===== src/shared/ets_map.svh =====
// Purpose: Constants for the error and thermal signalling block
// Assumes: Counts are in bus-clock cycles
// Notes:   Included by the package and the design files
`ifndef ETS_MAP_SVH
`define ETS_MAP_SVH
`define ETS_MC_PULSE_CYCLES 16
`define ETS_CNT_W           5
`define ETS_CNT_ONE         5'h01
`define ETS_CNT_ZERO        5'h00
`endif


===== src/shared/ets_pkg.sv =====
// Purpose: Types for the error and thermal signalling block
// Assumes: Constants come from ets_map.svh
// Notes:   Holds the state machine and state record types
`include "ets_map.svh"
package ets_pkg;
    // Fatal error output states, one-hot
    typedef enum logic [2:0] {
        ETS_ERR_IDLE  = 3'b001,
        ETS_ERR_PULSE = 3'b010,
        ETS_ERR_HOLD  = 3'b100
    } ets_err_state_type;

    typedef struct packed {
        ets_err_state_type          err_st;
        logic [`ETS_CNT_W-1:0]      cnt;
        logic                       shutdown;
        logic                       regfault;
    } ets_state_type;
endpackage


===== src/hw/ets_pulse_timer.sv =====
// Purpose: Down counter that times the fatal error pulse
// Assumes: Start and count load in one cycle
// Notes:   Done is high in the last cycle of the window
`timescale 1ns/1ps
`include "ets_map.svh"
module ets_pulse_timer #(
    parameter int CNT_W = `ETS_CNT_W
) (
    // Clock and reset
    input  wire logic             i_clk_sys,
    input  wire logic             i_sys_rst,
    // Control
    input  wire logic             i_start,
    input  wire logic [CNT_W-1:0] i_len,
    // Status
    output logic                  o_busy,
    output logic                  o_done
);
    typedef struct packed {
        logic [CNT_W-1:0] cnt;
    } ets_tmr_state_type;

    ets_tmr_state_type st_r;
    ets_tmr_state_type st_nxt;

    // Load on start, otherwise count down to zero
    always_comb begin
        st_nxt = st_r;
        if (i_start) begin
            st_nxt.cnt = i_len;
        end else if (st_r.cnt != '0) begin
            st_nxt.cnt = st_r.cnt - CNT_W'(1);
        end
    end

    // Count register; reset leaves the timer idle
    always_ff @(posedge i_clk_sys or posedge i_sys_rst) begin
        if (i_sys_rst) begin
            st_r <= '0;
        end else begin
            st_r <= st_nxt;
        end
    end

    assign o_busy = (st_r.cnt != '0);
    assign o_done = (st_r.cnt == CNT_W'(1));
endmodule


===== src/hw/ets_signal_core.sv =====
// Purpose: Fatal error, overheat and thermal shutdown pin logic
// Assumes: All inputs synchronous to i_clk_sys; reset covers warm and cold reset
// Notes:   Overheat pin is open drain; enable low means the pin is pulled low
//          Fatal error pulse length is set by a timer and cross-checked by a run counter
//          Every sticky flag is cleared only by the reset input
`timescale 1ns/1ps
`include "ets_map.svh"

// Function
// - Machine check fault pulses fatal_error_n low for exactly 16 clocks.
// - Internal fault holds fatal_error_n low until warm or cold reset.
// - Drive overheat_n low whenever sensor says maximum safe temperature reached.
// - Overheat assertion coincides with throttle circuit activation when enabled.
// - External low on overheat_n activates the throttle circuit likewise.
// - Trip comparator above shutdown threshold halts execution, asserts thermal_shutdown_n.
// - Regulator fault asserts regulator_fault output with thermal shutdown, shuts down.
module ets_signal_core #(
    parameter int MC_PULSE = `ETS_MC_PULSE_CYCLES
) (
    // Clock and reset
    input  wire logic i_clk_sys,
    input  wire logic i_sys_rst,
    // Internal error sources
    input  wire logic i_machine_check_fault,
    input  wire logic i_internal_fault,
    input  wire logic i_power_fault,
    // Thermal sensing and control
    input  wire logic i_temp_max_reached,
    input  wire logic i_trip_over_limit,
    input  wire logic i_throttle_enable,
    // Overheat open-drain pin
    input  wire logic i_overheat_n,
    output logic      o_overheat_n,
    output logic      o_overheat_oe_n,
    // Error and shutdown pins
    output logic      o_fatal_error_n,
    output logic      o_thermal_shutdown_n,
    output logic      o_regulator_fault,
    // Internal controls
    output logic      o_thermal_throttle_circuit,
    output logic      o_halt_execution
);
    // State record and its next value
    ets_pkg::ets_state_type st_r;
    ets_pkg::ets_state_type st_nxt;
    // Timer handshake
    logic                   tmr_start;
    logic                   tmr_busy;
    logic                   tmr_done;
    // Decoded error state, shared by the pin and the checks
    logic                   err_idle;
    logic                   err_pulse;
    logic                   err_hold;

    // Pulse length timer; its busy flag is cross-checked below
    ets_pulse_timer #(.CNT_W(`ETS_CNT_W)) ets_pulse_timer_i (
        .i_clk_sys (i_clk_sys),
        .i_sys_rst (i_sys_rst),
        .i_start   (tmr_start),
        .i_len     (`ETS_CNT_W'(MC_PULSE)),
        .o_busy    (tmr_busy),
        .o_done    (tmr_done)
    );

    // Error state machine; internal fault outranks a running pulse
    always_comb begin
        st_nxt    = st_r;
        tmr_start = 1'b0;
        case (st_r.err_st)
            ets_pkg::ETS_ERR_IDLE: begin
                // Internal fault wins over a machine check in the same cycle
                if (i_internal_fault) begin
                    st_nxt.err_st = ets_pkg::ETS_ERR_HOLD;
                end else if (i_machine_check_fault) begin
                    st_nxt.err_st = ets_pkg::ETS_ERR_PULSE;
                    tmr_start     = 1'b1;
                end
            end
            ets_pkg::ETS_ERR_PULSE: begin
                // A machine check here is ignored, never a retrigger
                if (i_internal_fault) begin
                    st_nxt.err_st = ets_pkg::ETS_ERR_HOLD;
                end else if (tmr_done) begin
                    st_nxt.err_st = ets_pkg::ETS_ERR_IDLE;
                end
            end
            ets_pkg::ETS_ERR_HOLD: begin
                // Only the reset input leaves this state
                st_nxt.err_st = ets_pkg::ETS_ERR_HOLD;
            end
            default: begin
                st_nxt.err_st = ets_pkg::ETS_ERR_IDLE;
            end
        endcase
        // Shutdown and regulator flags stick until reset
        if (i_trip_over_limit || i_power_fault) begin
            st_nxt.shutdown = 1'b1;
        end
        if (i_power_fault) begin
            st_nxt.regfault = 1'b1;
        end

        // Run counter of low cycles in the pulse, kept apart from the timer
        // so that a fault in either one shows up as a length mismatch
        if (st_nxt.err_st == ets_pkg::ETS_ERR_PULSE) begin
            if (st_r.err_st == ets_pkg::ETS_ERR_PULSE) begin
                st_nxt.cnt = st_r.cnt + `ETS_CNT_ONE;
            end else begin
                st_nxt.cnt = `ETS_CNT_ONE;
            end
        end else begin
            st_nxt.cnt = `ETS_CNT_ZERO;
        end
    end

    // State register; warm and cold reset both clear it
    always_ff @(posedge i_clk_sys or posedge i_sys_rst) begin
        if (i_sys_rst) begin
            st_r.err_st   <= ets_pkg::ETS_ERR_IDLE;
            st_r.cnt      <= `ETS_CNT_ZERO;
            st_r.shutdown <= 1'b0;
            st_r.regfault <= 1'b0;
        end else begin
            st_r <= st_nxt;
        end
    end

    // Decoded error state
    assign err_idle  = (st_r.err_st == ets_pkg::ETS_ERR_IDLE);
    assign err_pulse = (st_r.err_st == ets_pkg::ETS_ERR_PULSE);
    assign err_hold  = (st_r.err_st == ets_pkg::ETS_ERR_HOLD);

    // Pin outputs; state is registered, overheat is combinational to follow the sensor
    assign o_fatal_error_n      = err_idle;
    assign o_thermal_shutdown_n = ~st_r.shutdown;
    assign o_regulator_fault    = st_r.regfault;
    assign o_halt_execution     = st_r.shutdown;
    // Open drain: data stays low, the enable alone pulls the wire
    // Sensor level is not latched, so cooling releases the wire at once
    assign o_overheat_n         = 1'b0;
    assign o_overheat_oe_n      = ~i_temp_max_reached;
    // Throttle on own sensor or external pull, only when enabled
    assign o_thermal_throttle_circuit = i_throttle_enable &&
        (i_temp_max_reached || !i_overheat_n);

    // Checks: fatal error pulse length, measured by the run counter
    a_mc_pulse_len: assert property (@(posedge i_clk_sys) disable iff (i_sys_rst)
        $rose(o_fatal_error_n) |-> ($past(st_r.cnt) == `ETS_CNT_W'(MC_PULSE)))
        else $error("fatal error pulse length wrong");
    a_mc_pulse_max: assert property (@(posedge i_clk_sys) disable iff (i_sys_rst)
        err_pulse |-> (st_r.cnt <= `ETS_CNT_W'(MC_PULSE)))
        else $error("fatal error pulse runs too long");
    a_mc_pulse_start: assert property (@(posedge i_clk_sys) disable iff (i_sys_rst)
        (err_idle && i_machine_check_fault && !i_internal_fault) |=> (err_pulse && (st_r.cnt == `ETS_CNT_ONE)))
        else $error("fatal error pulse did not start");
    a_mc_timer_run: assert property (@(posedge i_clk_sys) disable iff (i_sys_rst)
        err_pulse |-> tmr_busy)
        else $error("pulse timer idle during pulse");

    // Checks: internal fault hold and its priority
    a_fault_hold: assert property (@(posedge i_clk_sys) disable iff (i_sys_rst)
        i_internal_fault |=> !o_fatal_error_n [*8])
        else $error("fatal error not held after internal fault");
    a_fault_first: assert property (@(posedge i_clk_sys) disable iff (i_sys_rst)
        (err_idle && i_internal_fault && i_machine_check_fault) |=> err_hold)
        else $error("machine check beat internal fault");
    a_fault_in_pulse: assert property (@(posedge i_clk_sys) disable iff (i_sys_rst)
        (err_pulse && i_internal_fault) |=> err_hold)
        else $error("internal fault lost during pulse");
    a_fault_sticky: assert property (@(posedge i_clk_sys) disable iff (i_sys_rst)
        err_hold |=> !o_fatal_error_n)
        else $error("fatal error released before reset");

    // Checks: overheat pin and throttle circuit
    a_hot_drive: assert property (@(posedge i_clk_sys) disable iff (i_sys_rst)
        i_temp_max_reached |-> (!o_overheat_oe_n && !o_overheat_n))
        else $error("overheat pin not driven");
    a_throttle_coin: assert property (@(posedge i_clk_sys) disable iff (i_sys_rst)
        (i_throttle_enable && !o_overheat_oe_n) |-> o_thermal_throttle_circuit)
        else $error("throttle not active with overheat");
    a_ext_throttle: assert property (@(posedge i_clk_sys) disable iff (i_sys_rst)
        (i_throttle_enable && !i_overheat_n) |-> o_thermal_throttle_circuit)
        else $error("external overheat ignored");

    // Checks: trip, regulator fault, shutdown latch, and overheat and throttle release
    a_trip_latch: assert property (@(posedge i_clk_sys) disable iff (i_sys_rst)
        i_trip_over_limit |=> (!o_thermal_shutdown_n && o_halt_execution))
        else $error("thermal shutdown not asserted");
    a_vr_fault: assert property (@(posedge i_clk_sys) disable iff (i_sys_rst)
        i_power_fault |=> (o_regulator_fault && !o_thermal_shutdown_n))
        else $error("regulator fault not signalled");
    a_trip_sticky: assert property (@(posedge i_clk_sys) disable iff (i_sys_rst)
        !o_thermal_shutdown_n |=> !o_thermal_shutdown_n)
        else $error("thermal shutdown released");
    a_hot_follow: assert property (@(posedge i_clk_sys) disable iff (i_sys_rst)
        !i_temp_max_reached |-> o_overheat_oe_n)
        else $error("overheat latched");
    a_hot_release: assert property (@(posedge i_clk_sys) disable iff (i_sys_rst)
        (!i_temp_max_reached && i_overheat_n) |-> !o_thermal_throttle_circuit)
        else $error("throttle latched after overheat");
    a_hot_ext_only: assert property (@(posedge i_clk_sys) disable iff (i_sys_rst)
        !i_throttle_enable |-> !o_thermal_throttle_circuit)
        else $error("throttle active while disabled");

    // Checks: regulator flag pairs with shutdown and sticks
    a_reg_sticky: assert property (@(posedge i_clk_sys) disable iff (i_sys_rst)
        o_regulator_fault |=> o_regulator_fault)
        else $error("regulator fault released");
    a_reg_with_trip: assert property (@(posedge i_clk_sys) disable iff (i_sys_rst)
        o_regulator_fault |-> !o_thermal_shutdown_n)
        else $error("regulator fault without shutdown");
    a_reg_only_power: assert property (@(posedge i_clk_sys) disable iff (i_sys_rst)
        $rose(o_regulator_fault) |-> $past(i_power_fault))
        else $error("regulator fault without power fault");

    // Main scenarios
    c_mc_pulse: cover property (@(posedge i_clk_sys) disable iff (i_sys_rst)
        $fell(o_fatal_error_n) ##16 $rose(o_fatal_error_n));
    c_fault_hold: cover property (@(posedge i_clk_sys) disable iff (i_sys_rst)
        i_internal_fault ##1 !o_fatal_error_n);
    c_fault_first: cover property (@(posedge i_clk_sys) disable iff (i_sys_rst)
        err_idle && i_internal_fault && i_machine_check_fault);
    c_trip: cover property (@(posedge i_clk_sys) disable iff (i_sys_rst) $fell(o_thermal_shutdown_n));
    c_ext_hot: cover property (@(posedge i_clk_sys) disable iff (i_sys_rst)
        !i_overheat_n && o_overheat_oe_n && o_thermal_throttle_circuit);
endmodule


===== config.mk =====
export PLATFORM = sky130hd
export DESIGN_NAME = ets_signal_core
export DESIGN_NICKNAME = d
export VERILOG_FILES = /design/src/shared/ets_pkg.sv /design/src/hw/ets_pulse_timer.sv /design/src/hw/ets_signal_core.sv
export VERILOG_INCLUDE_DIRS = /design/src /design/src/shared
export SDC_FILE = /design/constraint.sdc
export NUM_CORES = 1
export LEC_CHECK = 0
export BUFFER_PORTS_ARGS = -buffer_cell sky130_fd_sc_hd__buf_4
export CAP_MARGIN = 15
export CORE_MARGIN = 2
export CORE_UTILIZATION = 44
export CTS_CLUSTER_DIAMETER = 200
export DETAILED_ROUTE_END_ITERATION = 12
export PLACE_DENSITY = 0.81
export SLEW_MARGIN = 5
export SYNTH_ARGS = -nofsm -noshare
export SYNTH_HDL_FRONTEND = slang
export SYNTH_HIERARCHICAL = 1
export SYNTH_SLANG_ARGS = --single-unit

===== constraint.sdc =====
create_clock -name i_clk_sys -period 1.8 [get_ports i_clk_sys]
set_clock_uncertainty 0.15 [all_clocks]
set_input_delay 0.18 -clock i_clk_sys [delete_from_list [all_inputs] [get_ports i_clk_sys]]
set_output_delay 0.18 -clock i_clk_sys [all_outputs]
set_load 0.01 [all_outputs]

==> metrics list, run 1 <==
- Wires add up to 1140 µm.
- During I/O placement, the number of pins put on the boundary was 16.
- Number of port buffers: 14
- The path class of the tightest hold or removal check is input pin to flop.
- Overall via count from detail_route: 479
* Maximum fanout count along the critical path: 4
- Initial Utilization: 46.6%
* Final critical-path share of the clock period: 95.4%
* Post-synthesis instance total: 59
- Die span in y: 40.9 µm
* Area enclosed by the die boundary: 1670 µm²
- For the worst setup path, the data required time is 1800 ps.
- The total count of hold-check failures in the final report was 0.
* DRC errors left: 0
- Final-layout setup total negative slack: 0 ps
- The longest clock path from root to sink contains 2 buffers.
- Drt via density: 4.84
* Die extent in x: 40.9 µm
- Share of layout cells above drive strength 1: 33.3%
- Count of nets left with antenna violations after detail routing: 0
* Leakage component of the power: 0.399 nW
- The max-slew violation count came to 0.
- Maximum number of pins on one net before global-route repair: 7
- Setup repair after global routing left no endpoint under its margin.
- The flow ran to the end, and the final reports show no timing, DRC or antenna violations.
* GR Util All Layers: 17.3%
- Dividing total power by cell area gives a power density of 565 nW/µm².
- Based on the critical path, the design can be clocked at up to 582 MHz.
* Sink Count: 10
- The internal power of the cells totals 0.369 mW.
- Buffers inserted during post-CTS setup optimization: 0
- Yosys synthesis warning count: 6
* DR pass1 iterations: 2
* Critical Path Source: st_r[7]
- CTS built an H-tree with a depth of 1.
- Placeable core area: 1280 µm²
- Leaving out filler cells and counting taps, the final layout contains 99.
- Across the whole layout, storage elements account for 251 µm².
- After clock tree synthesis, the clock-pin slew on the worst setup and hold paths is 70 ps.
- Sequential power share: 49.1%
- Later-pin clock latency in the skew report: 260 ps
* Final worst-path setup slack: 82.1 ps
- # hold bufs at CTS: 4
* Reg2reg path depth: 4
- Post-DP HPWL: 976 µm
- STA classifies the critical path endpoint as a flop.
* Net switching share of the total power: 19.4%
* Worst-case vdd ir drop: 347 µV
- The final layout contains 96 nets.
* CP Capture Point: ets_pulse_timer_i/st_r[2]
- Counting tap cells, the placed design contains a total of 91 instances.
* Cell row count: 13
- The share of total power dissipated in the clock network is 42.8%.
- The number of global-route vias before repair is 437.
* Beginning of the worst register-to-register path: st_r[7]
- The number of gates resized after CTS was 0.
- In this run, the number of DRC markers left after iteration 0 of detailed routing was 2.
- In this run the cell area of the synthesized design comes to 599 µm².
- TritonCTS created 3 clock buffers.
- Buffer type at the clock tree root: sky130_fd_sc_hd__clkbuf_4
- Number of filler instances in the final layout: 111
* Destination of the worst register-to-register timing path: ets_pulse_timer_i/st_r[2]
- Net Sw Power: 0.0887 mW
- The worst setup path is launched from a flop.
* Wirelength per Cell: 11.5 µm
- Area taken by multi-input logic gates: 325 µm²
- For this run the aggregate overflow at the end of global routing stands at 0.
* Antenna Cells: 0
- Clock tree from TritonCTS: built
* # Max-Cap Violations: 0
- Data arrival time at the worst-slack endpoint: 1720 ps
- Setup violations remaining at the end of the flow were counted as 0.
* Initial antenna violation count: 0
- The setup check on the worst reg-to-reg path leaves a slack of 80 ps.
* Worst setup slack after placement: 85.1 ps
- The worst path in the final design needs a cycle of 1720 ps, including I/O delays and setup.
- Startpoint-to-endpoint class of the critical path: flop to flop
- Compared with the post-synthesis result, the final layout area differs by 35.3%.
* Syn Area/Cell: 10.2 µm²
- Combinational logic burns 8.1% of the power.
* Global-route wire length before repair: 1730 µm
- The congestion estimate from routability-driven global placement came to 0.640.
power groups by stage:
stage | clock [mW] | sequential [mW] | combinational [mW]
final | 0.196 | 0.225 | 0.0373
after global routing | 0.216 | 0.225 | 0.0415
after CTS | 0.203 | 0.225 | 0.0374
after detailed placement | 0 | 0.229 | 0.0305
after global placement | 0 | 0.229 | 0.0295
after floorplan | 0 | 0.229 | 0.0118
worst min-delay path by stage:
| stage | startpoint | cells after the start | to |
|---|---|---|---|
| 2_1_floorplan | i_sys_rst | 1 | o_halt_execution |
| 3_3_place_gp | i_sys_rst | 2 | o_regulator_fault |
| 3_5_place_dp | i_sys_rst | 2 | o_regulator_fault |
| 4_1_cts | i_machine_check_fault | 3 | st_r[8] |
| 5_1_grt | i_machine_check_fault | 3 | st_r[8] |
| 6_report | i_machine_check_fault | 3 | st_r[8] |
area by class of cell:
| type | instances | share of cell area (%) |
|---|---|---|
| tap | 15 | 2.31 |
| multi-input combinational | 44 | 40.1 |
| timing repair buffer | 19 | 18.8 |
| sequential | 10 | 31.0 |
| clock buffer | 4 | 4.48 |
| inverter | 7 | 3.24 |
sequential cells by signal, summed over array words and instances, names as in the netlist:
register and flops:
o_regulator_fault 1, st_r 3, o_halt_execution 1, ets_pulse_timer_i/st_r 5
layer usage:
layer	track usage (%)	wire, µm	vias to the layer above
met1	17.7	435	223
met3	7.07	63	2
met5	0	0	-
li1	-	-	239
met2	29.3	633	15
met4	10.0	10	0
cell usage in the layout, fill, tap and decap left out, types with 2 or more instances in the layout:
cell and count:
sky130_fd_sc_hd__buf_4 15, sky130_fd_sc_hd__dfrtp_1 9, sky130_fd_sc_hd__inv_1 7, sky130_fd_sc_hd__conb_1 6, sky130_fd_sc_hd__nand2b_1 4, sky130_fd_sc_hd__o21ai_0 4
sky130_fd_sc_hd__dlygate4sd3_1 4, sky130_fd_sc_hd__clkbuf_4 3, sky130_fd_sc_hd__nand2_1 3, sky130_fd_sc_hd__and2b_4 2, sky130_fd_sc_hd__nor3_1 2, sky130_fd_sc_hd__xnor2_1 2
sky130_fd_sc_hd__mux2_2 2, sky130_fd_sc_hd__ha_1 2
critical path: stages, from the launching register on:
cell and delay, ps:
sky130_fd_sc_hd__dfstp_2 550, sky130_fd_sc_hd__nor2b_4 170, sky130_fd_sc_hd__and2b_4 170, sky130_fd_sc_hd__and3b_1 220, sky130_fd_sc_hd__mux2_2 350
through the flow:
stage          hold WS [ps]  cell area, µm²  total power, mW  utilization [%]
2_1_floorplan          -192             616            0.241                -
6_report                115             811            0.458             63.1
4_1_cts                 127             811            0.465             63.1
3_3_place_gp          -54.5             734            0.258             57.2
3_5_place_dp          -47.2             734            0.259             57.2
5_1_grt                 174             811            0.482             63.1
Power figures use the tool's default switching activity.
==> run 2: changes to the inputs <==
--- a/config.mk
+++ b/config.mk
@@ -10,6 +10,7 @@
 export CAP_MARGIN = 15
 export CORE_MARGIN = 2
 export CORE_UTILIZATION = 44
+export CTS_BUF_LIST = sky130_fd_sc_hd__clkbuf_16
 export CTS_CLUSTER_DIAMETER = 200
 export DETAILED_ROUTE_END_ITERATION = 12
 export PLACE_DENSITY = 0.81
==> metrics list, run 2 (synthesis gave the netlist of run 1 again) <==
- Buffer type at the clock tree root: sky130_fd_sc_hd__clkbuf_16 (was sky130_fd_sc_hd__clkbuf_4)
* Synth-to-Final Area Change: 42.4% (was 35.3%)
- The static leakage is 0.417 nW (was 0.399 nW).
- The pin count of the biggest net entering global routing was 7 (unchanged).
- The residual antenna-violating net count after detailed routing was 0 (unchanged).
- Hold violation total from the final report: 0 (unchanged)
- Register with the most flip-flops: ets_pulse_timer_i/st_r (unchanged)
* Number of I/O pins: 16 (unchanged)
* Startpoint type of the worst setup path: flop (unchanged)
- The biggest fanout along the worst timing path came to 4 (unchanged).
- The sequential power share was 34.6% (was 49.1%).
* Violation count after the first detailed-routing iteration: 6 (was 2)
- The max-slew violation count is 0 (unchanged).
* Worst min-delay path category: input pin to flop (unchanged)
* Wire length after detailed routing: 1200 µm (was 1140 µm)
* Commonest cells after routing, fill and taps aside: 15 x sky130_fd_sc_hd__buf_4, 9 x sky130_fd_sc_hd__dfrtp_1, 7 x sky130_fd_sc_hd__inv_1 (unchanged)
- The final setup violation count was 0 (unchanged).
* Net switching share of the total power: 17.6% (was 19.4%)
- The final routed DRC violation total is 0 (unchanged).
- The clock sink total is 10 (unchanged).
- Largest registers: ets_pulse_timer_i/st_r: 5 flops, st_r: 3 flops (unchanged).
- Internal: 0.539 mW (was 0.369 mW)
- The most frequent standard cell in the layout excluding fill and tap cells is sky130_fd_sc_hd__buf_4 (unchanged).
- The overall global routing resource usage is 17.9% (was 17.3%).
- Area enclosed by the die boundary: 1670 µm² (unchanged)
- Final critical-path share of the clock period: 96.4% (was 95.4%)
- The number of buffers created by CTS is 3 (unchanged).
- The number of global-route vias before repair came to 444 (was 437).
* Antenna Cells: 0 (unchanged)
* H-Tree Depth: 1 (unchanged)
- The number of antenna violations at the first check in global routing was 0 (unchanged).
- Global-route wire length before repair: 1760 µm (was 1730 µm)
* Beginning of the worst register-to-register path: st_r[7] (unchanged)
- Post-DP HPWL: 976 µm (unchanged)
- The number of rows in the core area came to 13 (unchanged).
- Die span in y: 40.9 µm (unchanged)
- Drt via density: 4.88 (was 4.84)
* Placeable core area: 1280 µm² (unchanged)
- The total power divided by cell area is 766 nW/µm² (was 565 nW/µm²).
- Critical Path Source: st_r[7] (unchanged)
- Clock network fraction of total power: 59.7% (was 42.8%)
- The reported net switching power came to 0.115 mW (was 0.0887 mW).
- Buffers inserted during post-CTS setup optimization: 0 (unchanged)
- Overall via count from detail_route: 483 (was 479)
- The critical path class is flop to flop (unchanged).
- The clock transition at the registers of the reported paths is 40 ps (was 70 ps).
* Wirelength per Cell: 12.1 µm (was 11.5 µm)
- Worst hold path startpoint: i_machine_check_fault (unchanged)
* Leftover overflow at the end of global routing: 0 (unchanged)
- Status: finished clean (unchanged)
- Die extent in x: 40.9 µm (unchanged)
* Later-pin clock latency in the skew report: 240 ps (was 260 ps)
* Worst-case clock buffer depth: 2 (unchanged)
- DR pass1 iterations: 2 (unchanged)
- Min Clock Period, post-route: 1730 ps (was 1720 ps)
- Clock tree from TritonCTS: built (unchanged)
- The ratio of cells with drive above 1 in the final layout is 32.1% (was 33.3%).
- The cell area reported after detailed placement is 734 µm² (unchanged).
- Finished Cell Area: 853 µm² (was 811 µm²)
- Crit end category: flop (unchanged)
- The starting density of the core is 46.6% (unchanged).
- The power share of the combinational group is 5.7% (was 8.1%).
- The critical path arrival is 1700 ps (was 1720 ps).
* # Max-Cap Violations: 0 (unchanged)
- Number of port buffers: 14 (unchanged)
- RSZ-0062 raised after global routing: false (unchanged).
- The overall power after layout came to 0.654 mW (was 0.458 mW).
* Final nets: 96 (unchanged)
- The final weighted congestion in routability-driven placement was 0.640 (unchanged).
- The worst voltage drop across the vdd grid is 485 µV (was 347 µV).
- Data required time of the critical path: 1770 ps (was 1800 ps)
* Flip-flop count of the largest register after layout: 5 (unchanged)
* Final-layout setup total negative slack: 0 ps (unchanged)
- The highest clock rate is 576 MHz (was 582 MHz).
-- run 2: metal layers --
layer	global-route usage (%)	share of wire (%)	routed length, µm	vias up
met2	28.5	52	625	16
li1	-	-	-	238
met1	19.1	39	471	225
met3	7.07	6.2	74	4
met4	12.5	2.0	24	0
met5	0	0	0	-
-- run 2: repair_timing --
action / 4_1_cts / 5_1_grt
gates resized for setup: 0 / 0
hold buffers: 4 / 0
endpoints found under the hold margin: 13 / 0
-- run 2: area by class of cell --
cell class	instances	area, µm²
fillers	106	432
multi-input cells	44	325
flip-flops and latches	10	251
repair buffers	19	153
clock buffers	3	75.1
inverters	7	26.3
well taps	15	18.8
clock inverters	1	3.75
-- run 2: path summary, 6_finish.rpt --
kind,depth (start not counted),slack (ps),to
worst max-delay path,4,70,ets_pulse_timer_i/st_r[1]
worst min-delay path,3,140,st_r[8]
worst max register to register,4,70,ets_pulse_timer_i/st_r[1]
worst min register to register,1,320,o_regulator_fault
max in group asynchronous,3,1010,st_r[7]
min in group asynchronous,3,250,o_regulator_fault
-- run 2: power groups by stage --
| stage | clock, mW | sequential (mW) | combinational (mW) |
|---|---|---|---|
| 6_report | 0.390 | 0.226 | 0.0375 |
| 5_1_grt | 0.411 | 0.226 | 0.0417 |
| 4_1_cts | 0.399 | 0.226 | 0.0374 |
| 3_5_place_dp | 0 | 0.229 | 0.0305 |
| 3_3_place_gp | 0 | 0.229 | 0.0295 |
| 2_1_floorplan | 0 | 0.229 | 0.0118 |
-- run 2: per-stage QoR --
step | worst slack [ps] | util (%) | instances | hold slack, ps
detailed placement | 85.1 | 57.2 | 91 | -47.2
global route | 25.6 | 66.4 | 99 | 212
CTS | 77.0 | 66.4 | 99 | 157
global placement | 140 | 57.2 | 91 | -54.5
floorplan | 36.1 | - | 63 | -192
finish | 65.3 | 66.4 | 99 | 141
-- run 2: critical path: stages (launching register included) --
cell and delay [ps]:
sky130_fd_sc_hd__dfstp_2 540, sky130_fd_sc_hd__nor2b_4 170, sky130_fd_sc_hd__and2b_4 170, sky130_fd_sc_hd__and3b_1 230, sky130_fd_sc_hd__mux2_2 350
==> run 3: changes to the inputs <==
--- a/config.mk
+++ b/config.mk
@@ -6,7 +6,7 @@
 export SDC_FILE = /design/constraint.sdc
 export NUM_CORES = 1
 export LEC_CHECK = 0
-export BUFFER_PORTS_ARGS = -buffer_cell sky130_fd_sc_hd__buf_4
+export BUFFER_PORTS_ARGS = -buffer_cell sky130_fd_sc_hd__buf_2
 export CAP_MARGIN = 15
 export CORE_MARGIN = 2
 export CORE_UTILIZATION = 44
==> metrics list, run 3 (synthesis gave the netlist of run 1 again) <==
- The number of antenna violations at the first check in global routing was 0 (unchanged).
* Flip-flop count of the largest register after layout: 5 (unchanged)
- The average detailed-routed wire length per instance is 12.4 µm (was 12.1 µm).
- Worst-case clock buffer depth: 2 (unchanged)
- The die extent in y came to 40.9 µm (unchanged).
- The total setup buffers inserted after CTS is 0 (unchanged).
- Drt via density: 4.70 (was 4.88)
* Vias in the first global route: 393 (was 444)
- RSZ-0062 raised after global routing: false (unchanged)
- Buffer type at the clock tree root: sky130_fd_sc_hd__clkbuf_16 (unchanged)
- Startpoint-to-endpoint class of the critical path: flop to flop (unchanged)
- The non-filler instance count after layout came to 98 (was 99).
* Worst hold path startpoint: i_internal_fault (was i_machine_check_fault)
* Cell row count: 13 (unchanged)
* Clock Pin Slew Worst Setup and Hold Paths: 40 ps (about the same)
* DRC errors left: 0 (unchanged)
- Critical Path Source: st_r[7] (unchanged)
* Highest achievable clock rate: 581 MHz (was 576 MHz)
* Violation count after the first detailed-routing iteration: 3 (was 6)
- Die extent in x: 40.9 µm (unchanged)
- Commonest cells after routing, fill and taps aside: 14 x sky130_fd_sc_hd__buf_2, 9 x sky130_fd_sc_hd__dfrtp_1, 7 x sky130_fd_sc_hd__inv_1 (was 15 x sky130_fd_sc_hd__buf_4, 9 x sky130_fd_sc_hd__dfrtp_1, 7 x sky130_fd_sc_hd__inv_1)
- The starting density of the core was 46.6% (unchanged).
- Register with the most flip-flops: ets_pulse_timer_i/st_r (unchanged)
* Most frequent standard cell in the layout excluding fill and tap cells: sky130_fd_sc_hd__buf_2 (was sky130_fd_sc_hd__buf_4)
- Data required time of the critical path: 1760 ps (was 1770 ps)
- The max-slew violation count was 0 (unchanged).
* Final-layout setup total negative slack: 0 ps (unchanged)
- The launching point of the worst reg2reg path is st_r[7] (unchanged).
* Count of nets left with antenna violations after detail routing: 0 (unchanged)
- Number of I/O pins: 16 (unchanged)
- The post-route clock period utilization was 95.6% (was 96.4%).
* Maximum fanout count along the critical path: 4 (unchanged)
- Worst-case vdd ir drop: 564 µV (was 485 µV)
* Area enclosed by the die boundary: 1670 µm² (unchanged)
- Synth-to-Final Area Change: 34.9% (was 42.4%)
- Overall via count from detail_route: 461 (was 483)
* Status: finished clean (unchanged)
* Share of layout cells above drive strength 1: 32.5% (was 32.1%)
- The TritonCTS clock tree is built (unchanged).
* # Max-Cap Violations: 0 (unchanged)
- The total count of hold-check failures in the final report is 0 (unchanged).
* Worst min-delay path category: input pin to flop (unchanged)
- Startpoint type of the worst setup path: flop (unchanged)
- Global-route wire length before repair: 1750 µm (was 1760 µm)
- DP Cell Count: 91 (unchanged)
* Final setup vio count: 0 (unchanged)
* Number of filler instances in the final layout: 104 (was 106)
* Leakage component of the power: 0.401 nW (was 0.417 nW)
* Post-DP HPWL: 993 µm (was 976 µm)
- The post-layout minimum cycle time came to 1720 ps (was 1730 ps).
- The number of H-tree levels was 1 (unchanged).
- Final nets: 95 (was 96)
* Final-layout worst hold slack: 49.5 ps (was 141 ps)
* GP Congestion: 0.657 (was 0.640)
* Placeable core area: 1280 µm² (unchanged)
* Antenna Cells: 0 (unchanged)
* Leftover overflow at the end of global routing: 0 (unchanged)
* Maximum number of pins on one net before global-route repair: 7 (unchanged)
* Number of buffers added by the clock tree synthesis step: 3 (unchanged)
- The total routed wirelength is 1210 µm (was 1200 µm).
- Power Dens Cells: 793 nW/µm² (was 766 nW/µm²)
- Crit end category: flop (unchanged)
- Largest registers: ets_pulse_timer_i/st_r: 5 flops, st_r: 3 flops (unchanged)
- The total of hold buffers inserted after clock tree synthesis is 3 (was 4).
- The clock sink total came to 10 (unchanged).
- The clock latency reported for the late side of the worst-skew pair was 230 ps (was 240 ps).
- DR pass1 iterations: 2 (unchanged)
* Number of port buffers: 14 (unchanged)
* GR Util All Layers: 17.4% (was 17.9%)
* Data arrival time at the worst-slack endpoint: 1690 ps (was 1700 ps)
- The total of cells resized after clock tree synthesis came to 0 (unchanged).
==> run 3: cell types whose count changed in the layout (fill, tap and decap cells not counted) <==
cell                            before  now
sky130_fd_sc_hd__buf_4              15    1
sky130_fd_sc_hd__buf_2               0   14
sky130_fd_sc_hd__dlygate4sd3_1       4    3
==> run 3: final timing paths <==
path,endpoint,slack (ps),cells after the start
worst max-delay path,ets_pulse_timer_i/st_r[2],80,4
worst min-delay path,st_r[8],50,2
worst max register to register,ets_pulse_timer_i/st_r[2],80,4
worst min register to register,o_regulator_fault,330,1
max in group asynchronous,st_r[7],1010,3
min in group asynchronous,st_r[8],250,3
==> run 3: critical path, cell delays in order (launching register included) <==
cell	delay [ps]
sky130_fd_sc_hd__dfstp_2	540
sky130_fd_sc_hd__nor2b_4	180
sky130_fd_sc_hd__and2b_4	170
sky130_fd_sc_hd__and3b_1	220
sky130_fd_sc_hd__mux2_2	350
==> run 3: cell type report <==
cell class              count  area, µm²  share of cell area, %
clock buffers               3       75.1                   9.29
clock inverters             1       3.75                  0.464
inverters                   7       26.3                   3.25
multi-input cells          44        325                   40.2
flip-flops and latches     10        251                   31.1
well taps                  15       18.8                   2.32
repair buffers             18        108                   13.3
==> run 3: per-stage QoR <==
| stage | utilization (%) | area (µm²) | setup slack, ps | total power, mW |
|---|---|---|---|---|
| 2_1_floorplan | - | 616 | 36.1 | 0.241 |
| 3_3_place_gp | 54.4 | 699 | 142 | 0.252 |
| 3_5_place_dp | 54.4 | 699 | 89.9 | 0.253 |
| 4_1_cts | 62.9 | 808 | 79.7 | 0.653 |
| 5_1_grt | 62.9 | 808 | 21.9 | 0.669 |
| 6_report | 62.9 | 808 | 78.8 | 0.641 |
==> run 3: power breakdown <==
part           total [mW]  leakage (nW)  internal [mW]         switching (mW)
clock               0.386        0.0385          0.290                 0.0956
combinational      0.0292         0.242         0.0143                 0.0149
sequential          0.226         0.120          0.226  0.0000000000000000275
total               0.641         0.401          0.531                  0.110
==> run 3: per-layer routing <==
| layer | global-route usage, % | routed length [µm] | vias to the layer above |
|---|---|---|---|
| met3 | 3.26 | 66 | 3 |
| met1 | 21.2 | 530 | 204 |
| met4 | 7.50 | 17 | 0 |
| li1 | - | - | 238 |
| met2 | 29.3 | 597 | 16 |
| met5 | 0 | 0 | - |
